==> src/rtl/smsc_map.svh <==
// Register offsets, field positions, reset values and timing counts
// Included by the system control block
`ifndef SMSC_MAP_SVH
`define SMSC_MAP_SVH
`define SMSC_SYSCTL_OFF 16'hFFC4
`define SMSC_MODE_OFF 16'hFFC5
`define SMSC_CTRL_OFF 16'hFFC8
`define SMSC_STAT_OFF 16'hFFCC
`define SMSC_SYSCTL_RST 8'h09
`define SMSC_STANDBY_ON_SLEEP_BIT 7
`define SMSC_STS_LSB 4
`define SMSC_RESET_SOURCE_FLAG_BIT 3
`define SMSC_INTERRUPT_EDGE_SELECT_BIT 2
`define SMSC_HIE_BIT 1
`define SMSC_INTERNAL_RAM_ENABLE_BIT 0
`define SMSC_MODE_FIXED 8'hE4
`define SMSC_SETTLE_0 18'h02000
`define SMSC_SETTLE_1 18'h04000
`define SMSC_SETTLE_2 18'h08000
`define SMSC_SETTLE_3 18'h10000
`define SMSC_SETTLE_4 18'h20000
`define SMSC_SETTLE_5F 18'h00400
`endif

==> src/rtl/smsc_pkg.sv <==
// Types shared by the system mode and standby control block
// Constants live in smsc_map.svh
package smsc_pkg;
  typedef enum logic [2:0] {
    SMSC_RUN = 3'b000,
    SMSC_SLEEP = 3'b001,
    SMSC_SSTBY = 3'b011,
    SMSC_SETTLE = 3'b010,
    SMSC_HSTBY = 3'b110
  } smsc_state_e;
  typedef struct packed {
    logic cpu_halt;
    logic periph_halt;
    logic periph_init;
    logic port_hold;
    logic port_off;
  } smsc_pwr_s;
  typedef struct packed {
    logic expanded;
    logic rom_en;
    logic ext_bus_en;
    logic ports_gpio;
    logic ram_route_ext;
  } smsc_mem_s;
endpackage

==> src/rtl/smsc_ctrl.sv <==
// System mode decode, system control and mode status registers, power-down
// sequencer with settling counter. APB slave, one clock, sync reset.
`timescale 1ns/1ps
`include "smsc_map.svh"
module smsc_ctrl #(
  parameter bit FLASH_VARIANT = 1'b0,
  parameter int ADDR_W = 16
) (
  // Clock and reset
  input wire logic clk,
  input wire logic rst_n,
  input wire logic clk_en,
  // APB
  input wire logic psel,
  input wire logic penable,
  input wire logic pwrite,
  input wire logic [ADDR_W-1:0] paddr,
  input wire logic [31:0] pwdata,
  output logic [31:0] prdata,
  output logic pready,
  output logic pslverr,
  // Pins and CPU events
  input wire logic mode_pin_hi,
  input wire logic mode_pin_lo,
  input wire logic standby_pin_n,
  input wire logic sleep_exec,
  input wire logic wake_irq,
  input wire logic wdt_reset,
  input wire logic nmi_in,
  // Control outputs
  output smsc_pkg::smsc_pwr_s pwr,
  output smsc_pkg::smsc_mem_s mem,
  output logic nmi_req,
  output logic host_en,
  output logic ram_en,
  output logic [1:0] op_mode
);
  initial
  begin
    if (ADDR_W < 16)
      $error("ADDR_W must be at least 16");
    if (ADDR_W > 32)
      $error("ADDR_W must not exceed 32");
  end

  function automatic logic [17:0] settle_len(input logic [2:0] code, input logic flash);
    case (code)
      3'b000: settle_len = `SMSC_SETTLE_0;
      3'b001: settle_len = `SMSC_SETTLE_1;
      3'b010: settle_len = `SMSC_SETTLE_2;
      3'b011: settle_len = `SMSC_SETTLE_3;
      3'b101: settle_len = flash ? `SMSC_SETTLE_5F : `SMSC_SETTLE_4;
      default: settle_len = `SMSC_SETTLE_4;
    endcase
  endfunction

  // Expanded modes: exactly one mode pin high
  function automatic logic mode_expanded(input logic hi, input logic lo);
    mode_expanded = hi ^ lo;
  endfunction

  // Power controls for one sequencer state
  function automatic smsc_pkg::smsc_pwr_s pwr_decode(input smsc_pkg::smsc_state_e s);
    pwr_decode = '0;
    case (s)
      smsc_pkg::SMSC_SLEEP:
        pwr_decode.cpu_halt = 1'b1;
      smsc_pkg::SMSC_SSTBY:
      begin
        pwr_decode.cpu_halt = 1'b1;
        pwr_decode.periph_halt = 1'b1;
        pwr_decode.periph_init = 1'b1;
        pwr_decode.port_hold = 1'b1;
      end
      smsc_pkg::SMSC_SETTLE:
      begin
        pwr_decode.cpu_halt = 1'b1;
        pwr_decode.periph_halt = 1'b1;
        pwr_decode.port_hold = 1'b1;
      end
      smsc_pkg::SMSC_HSTBY:
      begin
        pwr_decode.cpu_halt = 1'b1;
        pwr_decode.periph_halt = 1'b1;
        pwr_decode.periph_init = 1'b1;
        pwr_decode.port_off = 1'b1;
      end
      default:
        pwr_decode = '0;
    endcase
  endfunction

  // Memory map controls from the mode pins and the RAM enable bit
  function automatic smsc_pkg::smsc_mem_s mem_decode(input logic hi, input logic lo,
    input logic ram_on);
    mem_decode.expanded = mode_expanded(hi, lo);
    mem_decode.ext_bus_en = mode_expanded(hi, lo);
    mem_decode.rom_en = hi;
    mem_decode.ports_gpio = hi && lo;
    mem_decode.ram_route_ext = mode_expanded(hi, lo) && !ram_on;
  endfunction

  // Address decode of the four register slots
  function automatic logic reg_hit(input logic [15:0] a);
    case (a)
      `SMSC_SYSCTL_OFF,
      `SMSC_MODE_OFF,
      `SMSC_CTRL_OFF,
      `SMSC_STAT_OFF:
        reg_hit = 1'b1;
      default:
        reg_hit = 1'b0;
    endcase
  endfunction

  // Read word of one register slot
  function automatic logic [31:0] read_word(input logic [15:0] a, input logic [7:0] ctl,
    input logic [1:0] pins, input smsc_pkg::smsc_state_e s);
    case (a)
      `SMSC_SYSCTL_OFF:
        read_word = {24'h00_0000, ctl};
      `SMSC_MODE_OFF:
        read_word = {24'h00_0000, `SMSC_MODE_FIXED | {6'h00, pins}};
      `SMSC_STAT_OFF:
        read_word = {29'h0, s};
      default:
        read_word = 32'h0000_0000;
    endcase
  endfunction

  // Selected edge of the interrupt input
  function automatic logic nmi_edge(input logic rising, input logic now, input logic prev);
    nmi_edge = rising ? (now && !prev) : (!now && prev);
  endfunction

  logic [7:0] sysctl_reg;
  logic [7:0] sysctl_next;
  logic settle_done;
  logic [1:0] mode_latch_reg;
  logic [17:0] settle_cnt_reg;
  logic nmi_prev_reg;
  smsc_pkg::smsc_state_e state_reg;
  smsc_pkg::smsc_state_e state_next;
  logic [17:0] settle_target;
  logic [15:0] addr16;
  logic setup;
  logic wr_sys, rd_mode, hit;

  assign addr16 = paddr[15:0];
  assign setup = psel && !penable;
  assign hit = reg_hit(addr16);
  assign settle_done = settle_cnt_reg >= settle_target - 18'h00001;
  assign wr_sys = psel && penable && pready && pwrite && addr16 == `SMSC_SYSCTL_OFF;
  assign rd_mode = setup && !pwrite && addr16 == `SMSC_MODE_OFF;
  assign settle_target = settle_len(sysctl_reg[`SMSC_STS_LSB +: 3], FLASH_VARIANT);

  // APB handshake: no wait state, answer in the access cycle
  always_ff @(posedge clk)
  begin
    if (!rst_n)
    begin
      pready <= 1'b0;
      pslverr <= 1'b0;
    end
    else if (clk_en)
    begin
      pready <= setup;
      pslverr <= setup && !hit;
    end
  end

  // Read data stands for the access cycle only
  always_ff @(posedge clk)
  begin
    if (!rst_n)
      prdata <= 32'h0000_0000;
    else if (clk_en)
    begin
      if (setup && !pwrite)
        prdata <= read_word(addr16, sysctl_reg, {mode_pin_hi, mode_pin_lo},
          state_reg);
      else
        prdata <= 32'h0000_0000;
    end
  end

  // Mode register bits latched on read
  always_ff @(posedge clk)
  begin
    if (!rst_n)
      mode_latch_reg <= 2'h0;
    else if (clk_en && rd_mode)
      mode_latch_reg <= {mode_pin_hi, mode_pin_lo};
  end

  // Next value of the system control register
  always_comb
  begin
    sysctl_next = sysctl_reg;
    if (state_reg == smsc_pkg::SMSC_HSTBY)
    begin
      sysctl_next = `SMSC_SYSCTL_RST;
      sysctl_next[`SMSC_RESET_SOURCE_FLAG_BIT] = sysctl_reg[`SMSC_RESET_SOURCE_FLAG_BIT];
    end
    else if (wr_sys)
    begin
      sysctl_next[7:4] = pwdata[7:4];
      sysctl_next[2:0] = pwdata[2:0];
    end
    if (wdt_reset)
      sysctl_next = `SMSC_SYSCTL_RST & 8'hF7;
  end

  // System control register
  always_ff @(posedge clk)
  begin
    if (!rst_n)
      sysctl_reg <= `SMSC_SYSCTL_RST;
    else if (clk_en)
      sysctl_reg <= sysctl_next;
  end

  // Power-down sequencer
  always_comb
  begin
    state_next = state_reg;
    case (state_reg)
      smsc_pkg::SMSC_RUN:
        if (sleep_exec)
          state_next = sysctl_reg[`SMSC_STANDBY_ON_SLEEP_BIT] ? smsc_pkg::SMSC_SSTBY : smsc_pkg::SMSC_SLEEP;
      smsc_pkg::SMSC_SLEEP:
        if (wake_irq)
          state_next = smsc_pkg::SMSC_RUN;
      smsc_pkg::SMSC_SSTBY:
        if (wake_irq)
          state_next = smsc_pkg::SMSC_SETTLE;
      smsc_pkg::SMSC_SETTLE:
        if (settle_done)
          state_next = smsc_pkg::SMSC_RUN;
      smsc_pkg::SMSC_HSTBY:
        state_next = smsc_pkg::SMSC_HSTBY;
      default:
        state_next = smsc_pkg::SMSC_RUN;
    endcase
    if (!standby_pin_n)
      state_next = smsc_pkg::SMSC_HSTBY;
  end

  always_ff @(posedge clk)
  begin
    if (!rst_n)
      state_reg <= smsc_pkg::SMSC_RUN;
    else if (clk_en)
      state_reg <= state_next;
  end

  // Settling counter
  always_ff @(posedge clk)
  begin
    if (!rst_n)
      settle_cnt_reg <= 18'h00000;
    else if (clk_en)
    begin
      if (state_reg == smsc_pkg::SMSC_SETTLE)
        settle_cnt_reg <= settle_cnt_reg + 18'h00001;
      else
        settle_cnt_reg <= 18'h00000;
    end
  end

  // Edge detect for the non-maskable interrupt
  always_ff @(posedge clk)
  begin
    if (!rst_n)
    begin
      nmi_prev_reg <= 1'b1;
      nmi_req <= 1'b0;
    end
    else if (clk_en)
    begin
      nmi_prev_reg <= nmi_in;
      nmi_req <= nmi_edge(sysctl_reg[`SMSC_INTERRUPT_EDGE_SELECT_BIT], nmi_in, nmi_prev_reg);
    end
  end

  // Power controls follow the next state; CPU halt lets it stack on wake-up
  always_ff @(posedge clk)
  begin
    if (!rst_n)
      pwr <= '0;
    else if (clk_en)
      pwr <= pwr_decode(state_next);
  end

  // Mode decode and memory map
  always_ff @(posedge clk)
  begin
    if (!rst_n)
    begin
      op_mode <= 2'h0;
      mem <= '0;
    end
    else if (clk_en)
    begin
      op_mode <= {mode_pin_hi, mode_pin_lo};
      mem <= mem_decode(mode_pin_hi, mode_pin_lo, sysctl_reg[`SMSC_INTERNAL_RAM_ENABLE_BIT]);
    end
  end

  // Host port and RAM enables
  always_ff @(posedge clk)
  begin
    if (!rst_n)
    begin
      host_en <= 1'b0;
      ram_en <= 1'b1;
    end
    else if (clk_en)
    begin
      host_en <= sysctl_reg[`SMSC_HIE_BIT];
      ram_en <= sysctl_reg[`SMSC_INTERNAL_RAM_ENABLE_BIT];
    end
  end
endmodule

==> config.mk <==
export PLATFORM = sky130hd
export DESIGN_NAME = smsc_ctrl
export DESIGN_NICKNAME = d
export VERILOG_FILES = /design/src/rtl/smsc_pkg.sv /design/src/rtl/smsc_ctrl.sv
export VERILOG_INCLUDE_DIRS = /design/src /design/src/rtl
export SDC_FILE = /design/constraint.sdc
export NUM_CORES = 1
export LEC_CHECK = 0
export ABC_AREA = 1
export BUFFER_PORTS_ARGS = -buffer_cell sky130_fd_sc_hd__buf_2
export CAP_MARGIN = 20
export CORE_UTILIZATION = 40
export DETAILED_ROUTE_END_ITERATION = 6
export GPL_TIMING_DRIVEN = 0
export PLACE_DENSITY = 0.77
export SLEW_MARGIN = 25
export SYNTH_ARGS = -nofsm -noshare
export SYNTH_HDL_FRONTEND = slang
export SYNTH_SLANG_ARGS = --single-unit
==> constraint.sdc <==
create_clock -name clk -period 1.5 [get_ports clk]
set_input_delay 0.3 -clock clk [delete_from_list [all_inputs] [get_ports clk]]
set_output_delay 0.3 -clock clk [all_outputs]
set_load 0.01 [all_outputs]
==> impl_metrics.yaml <==
outcome:
  status: "finished, violations left"
  violations: "setup timing"
place:
  preCtsSetupSlack_ns: -0.188
  dp.cells: 596
  port_buffers: 59
  gp_congestion: 0.885
  post_dp_cell_area_um2: 3410
  dp_hpwl_um: 5300
worst_setup_path:
  r2r-end: "pwr[3]"
  worst_r2r_path_depth: 11
  regToRegStartpoint: "sysctl_reg[4]"
  arrival_ns: 1.80
  cp-end-kind: "register"
  cp.required_ns: 1.73
  crit_path_start_kind: "register"
  rrSetupSlack_ns: -0.06
  worst-path-max-fanout: 3
  critical_path_class: "register to register"
clocking:
  cts-hold-fix-buffers: 0
  cts_tree: "yes"
  h-tree-depth: 2
  clock-sinks: 53
  cts_root_buffer: "clkbuf_8"
  clkSlewWorstSetupHoldPaths_ns: 0.10
  cts_buffer_depth: 2
  clk_latency_ns: 0.31
  cts_inserted_buffers: 5
die:
  core-area_um2: 6910
  die-width_um: 87.3
  io_pins: 110
  chipHeight_um: 87.3
  die-area_um2: 7620
  initial_utilization_pct: 42.1
  rows: 30
min_path:
  min_from: "pwdata[0]"
  hp-class: "primary input to register"
  min_to: "sysctl_reg[0]"
  hold_depth: 3
power:
  p_seq_share_pct: 50.2
  pwr-share-comb_pct: 15.6
  internal-power_uw: 2190
  powerDensity_nw_per_um2: 801
  total_power_uw: 2980
  vdd_ir_drop_max_v: 0.000375
  p_sw_uw: 786
  pwr-share-clk_pct: 34.2
  swShare_pct: 26.4
  leakagePower_uw: 0.00176
synthesis:
  syn_area_per_cell_um2: 6.96
  seq_area_frac_synth_pct: 36.5
  synth_edf_count: 0
  ys_ff_latch: 53
  synth_ff_type: "dfxtp_1"
  synth_cells: 418
  ys_async_sr_fraction_pct: 0
  yosysWarnings: 0
  syn-cell-area_um2: 2910
  yosysUniqueCellTypes: 35
final_layout:
  nFillCells: 649
  n_antenna_cell: 0
  layout.nets: 585
  drive_gt1_share_pct: 29.9
  fin_area_um2: 3720
  seqCellArea_um2: 1080
  multiInputGateArea_um2: 1580
  instances_no_fill: 615
  largest_register_ffs: 18
  area_growth_pct: 27.9
sta:
  whs_ns: 0.238
  maxSlewHeadroom_pct: 65.0
  period_share_pct: 104
  rsz0062_at_grt: "true"
  slew_viol_final: 0
  fin_skew_ns: 0.00894
  min_period_ns: 1.56
  setup_ws_ns: -0.0633
  hold_viol: 0
  worstMarginPinSlew_ns: 0.524
  setup_viol: 6
  max_freq_mhz: 640
drt:
  via_per_inst: 4.75
  antenna_left: 0
  wirelength_um: 7030
  vias: 2924
  drc_errors: 0
  drt_pass1_iterations: 5
  detail_route.wl_per_cell_um: 11.4
  drt_iter0_drc: 208
global_route:
  grt_pass1_wl_um: 11000
  grt_use_total_pct: 18.5
  grt_max_degree: 17
  grt_pass1_vias: 2547
  grt_antenna_before_repair: 0
  grt_overflow: 0
run:
  maxCapViolations: 0
## cell usage after synthesis, types with 3 or more instances
| cell | instances | share of area [%] |
|---|---|---|
| a21oi_1 | 34 | 5.8 |
| buf_2 | 4 | 0.69 |
| buf_4 | 27 | 7.0 |
| clkbuf_1 | 5 | 0.65 |
| dfxtp_1 | 53 | 36 |
| ha_1 | 6 | 2.6 |
| inv_1 | 49 | 6.3 |
| inv_2 | 3 | 0.39 |
| nand2_1 | 73 | 9.4 |
| nand2_2 | 3 | 0.65 |
| nand3_1 | 26 | 4.5 |
| nand3_2 | 6 | 2.1 |
| nand4_1 | 11 | 2.4 |
| nor2_1 | 59 | 7.6 |
| nor2_4 | 5 | 1.9 |
| nor3_1 | 7 | 1.2 |
| o21ai_0 | 18 | 3.1 |
| o21ai_1 | 7 | 1.2 |
## area by class of cell
class | count | share of cell area (%)
clock buffer | 6 | 2.22
inverter | 54 | 5.45
timing repair buffer | 70 | 10.2
sequential | 53 | 29.1
tap | 96 | 3.23
multi-input combinational | 298 | 42.4
buffer | 36 | 6.49
clock inverter | 2 | 1.01
## routing by layer
| metal | wire, µm | part of all wire [%] | GRT usage, % | vias to the layer above |
|---|---|---|---|---|
| li1 | - | - | - | 1502 |
| met1 | 3110 | 44 | 22.7 | 1292 |
| met2 | 3310 | 47 | 31.9 | 114 |
| met3 | 456 | 6.5 | 3.51 | 16 |
| met4 | 160 | 2.3 | 7.30 | 0 |
| met5 | 0 | 0 | 0 | - |
## kinds of logic after synthesis
family	after synthesis	synth area share [%]
buffers and inverters	90	15.3
AO/OA/AOI/OAI	67	12.6
adder cells (fa/ha/maj)	6	2.58
AND/OR/NAND/NOR	201	32.9
other	1	0.129
flip-flops	53	36.5
## power by group through the flow
stage / clock network (µW) / registers, µW / logic (µW)
2_1_floorplan: 0 / 1530 / 279
3_3_place_gp: 0 / 1530 / 417
3_5_place_dp: 0 / 1530 / 427
4_1_cts: 1030 / 1500 / 452
5_1_grt: 1090 / 1500 / 520
6_report: 1020 / 1500 / 466
## worst max-delay path: stages, from the launching register on
cell and delay (ns):
dfxtp_4 0.37, nor3_4 0.19, ha_1 0.25, nand2_1 0.07
nor2_1 0.04, nand2_1 0.05, nand2_1 0.05, nand2_1 0.06
nand2_1 0.06, nand2_2 0.09, nand3_1 0.11, a21oi_1 0.16
## timing repair
action / 4_1_cts / 5_1_grt
buffers inserted: 6 / 5
resized for setup: 20 / 10
pin swaps: 8 / 9
setup endpoints to repair: 9 / 24
## per-stage QoR
step	TNS [ns]	utilization, %
global route	-1.74	53.9
finish	-0.204	53.9
floorplan	0	-
detailed placement	-2.83	49.4
CTS	-0.234	52.9
global placement	-1.73	49.4
## cell usage in the layout, fill, tap and decap left out, types with 2 or more instances in the layout
cell and instances:
nor2_2 2, nor3b_1 2, nand2_2 6, nand3_1 23, clkbuf_1 5, dfxtp_4 4, inv_2 3, nor2_1 58
nand3_2 7, nor3_4 2, ha_1 5, o21ai_1 7, a21oi_2 2, o21ai_0 18, dfxtp_2 4, buf_4 38
buf_2 63, a21oi_1 33, inv_1 49, conb_1 24, nand4_1 11, nor3_1 6, clkinv_1 2, nor2_4 6
or2_2 2, nand2_1 69, nand3_4 2, clkbuf_8 6, dfxtp_1 45
## worst max-delay path by stage
stage	end	slack, ns	start
2_1_floorplan	settle_cnt_reg[16]	0.05	settle_cnt_reg[0]
3_3_place_gp	sysctl_reg[6]	-0.14	paddr[5]
3_5_place_dp	sysctl_reg[5]	-0.19	paddr[5]
4_1_cts	pwr[3]	-0.06	sysctl_reg[5]
5_1_grt	settle_cnt_reg[15]	-0.19	settle_cnt_reg[1]
6_report	pwr[3]	-0.06	sysctl_reg[4]
(Power assumes the default switching activity.)
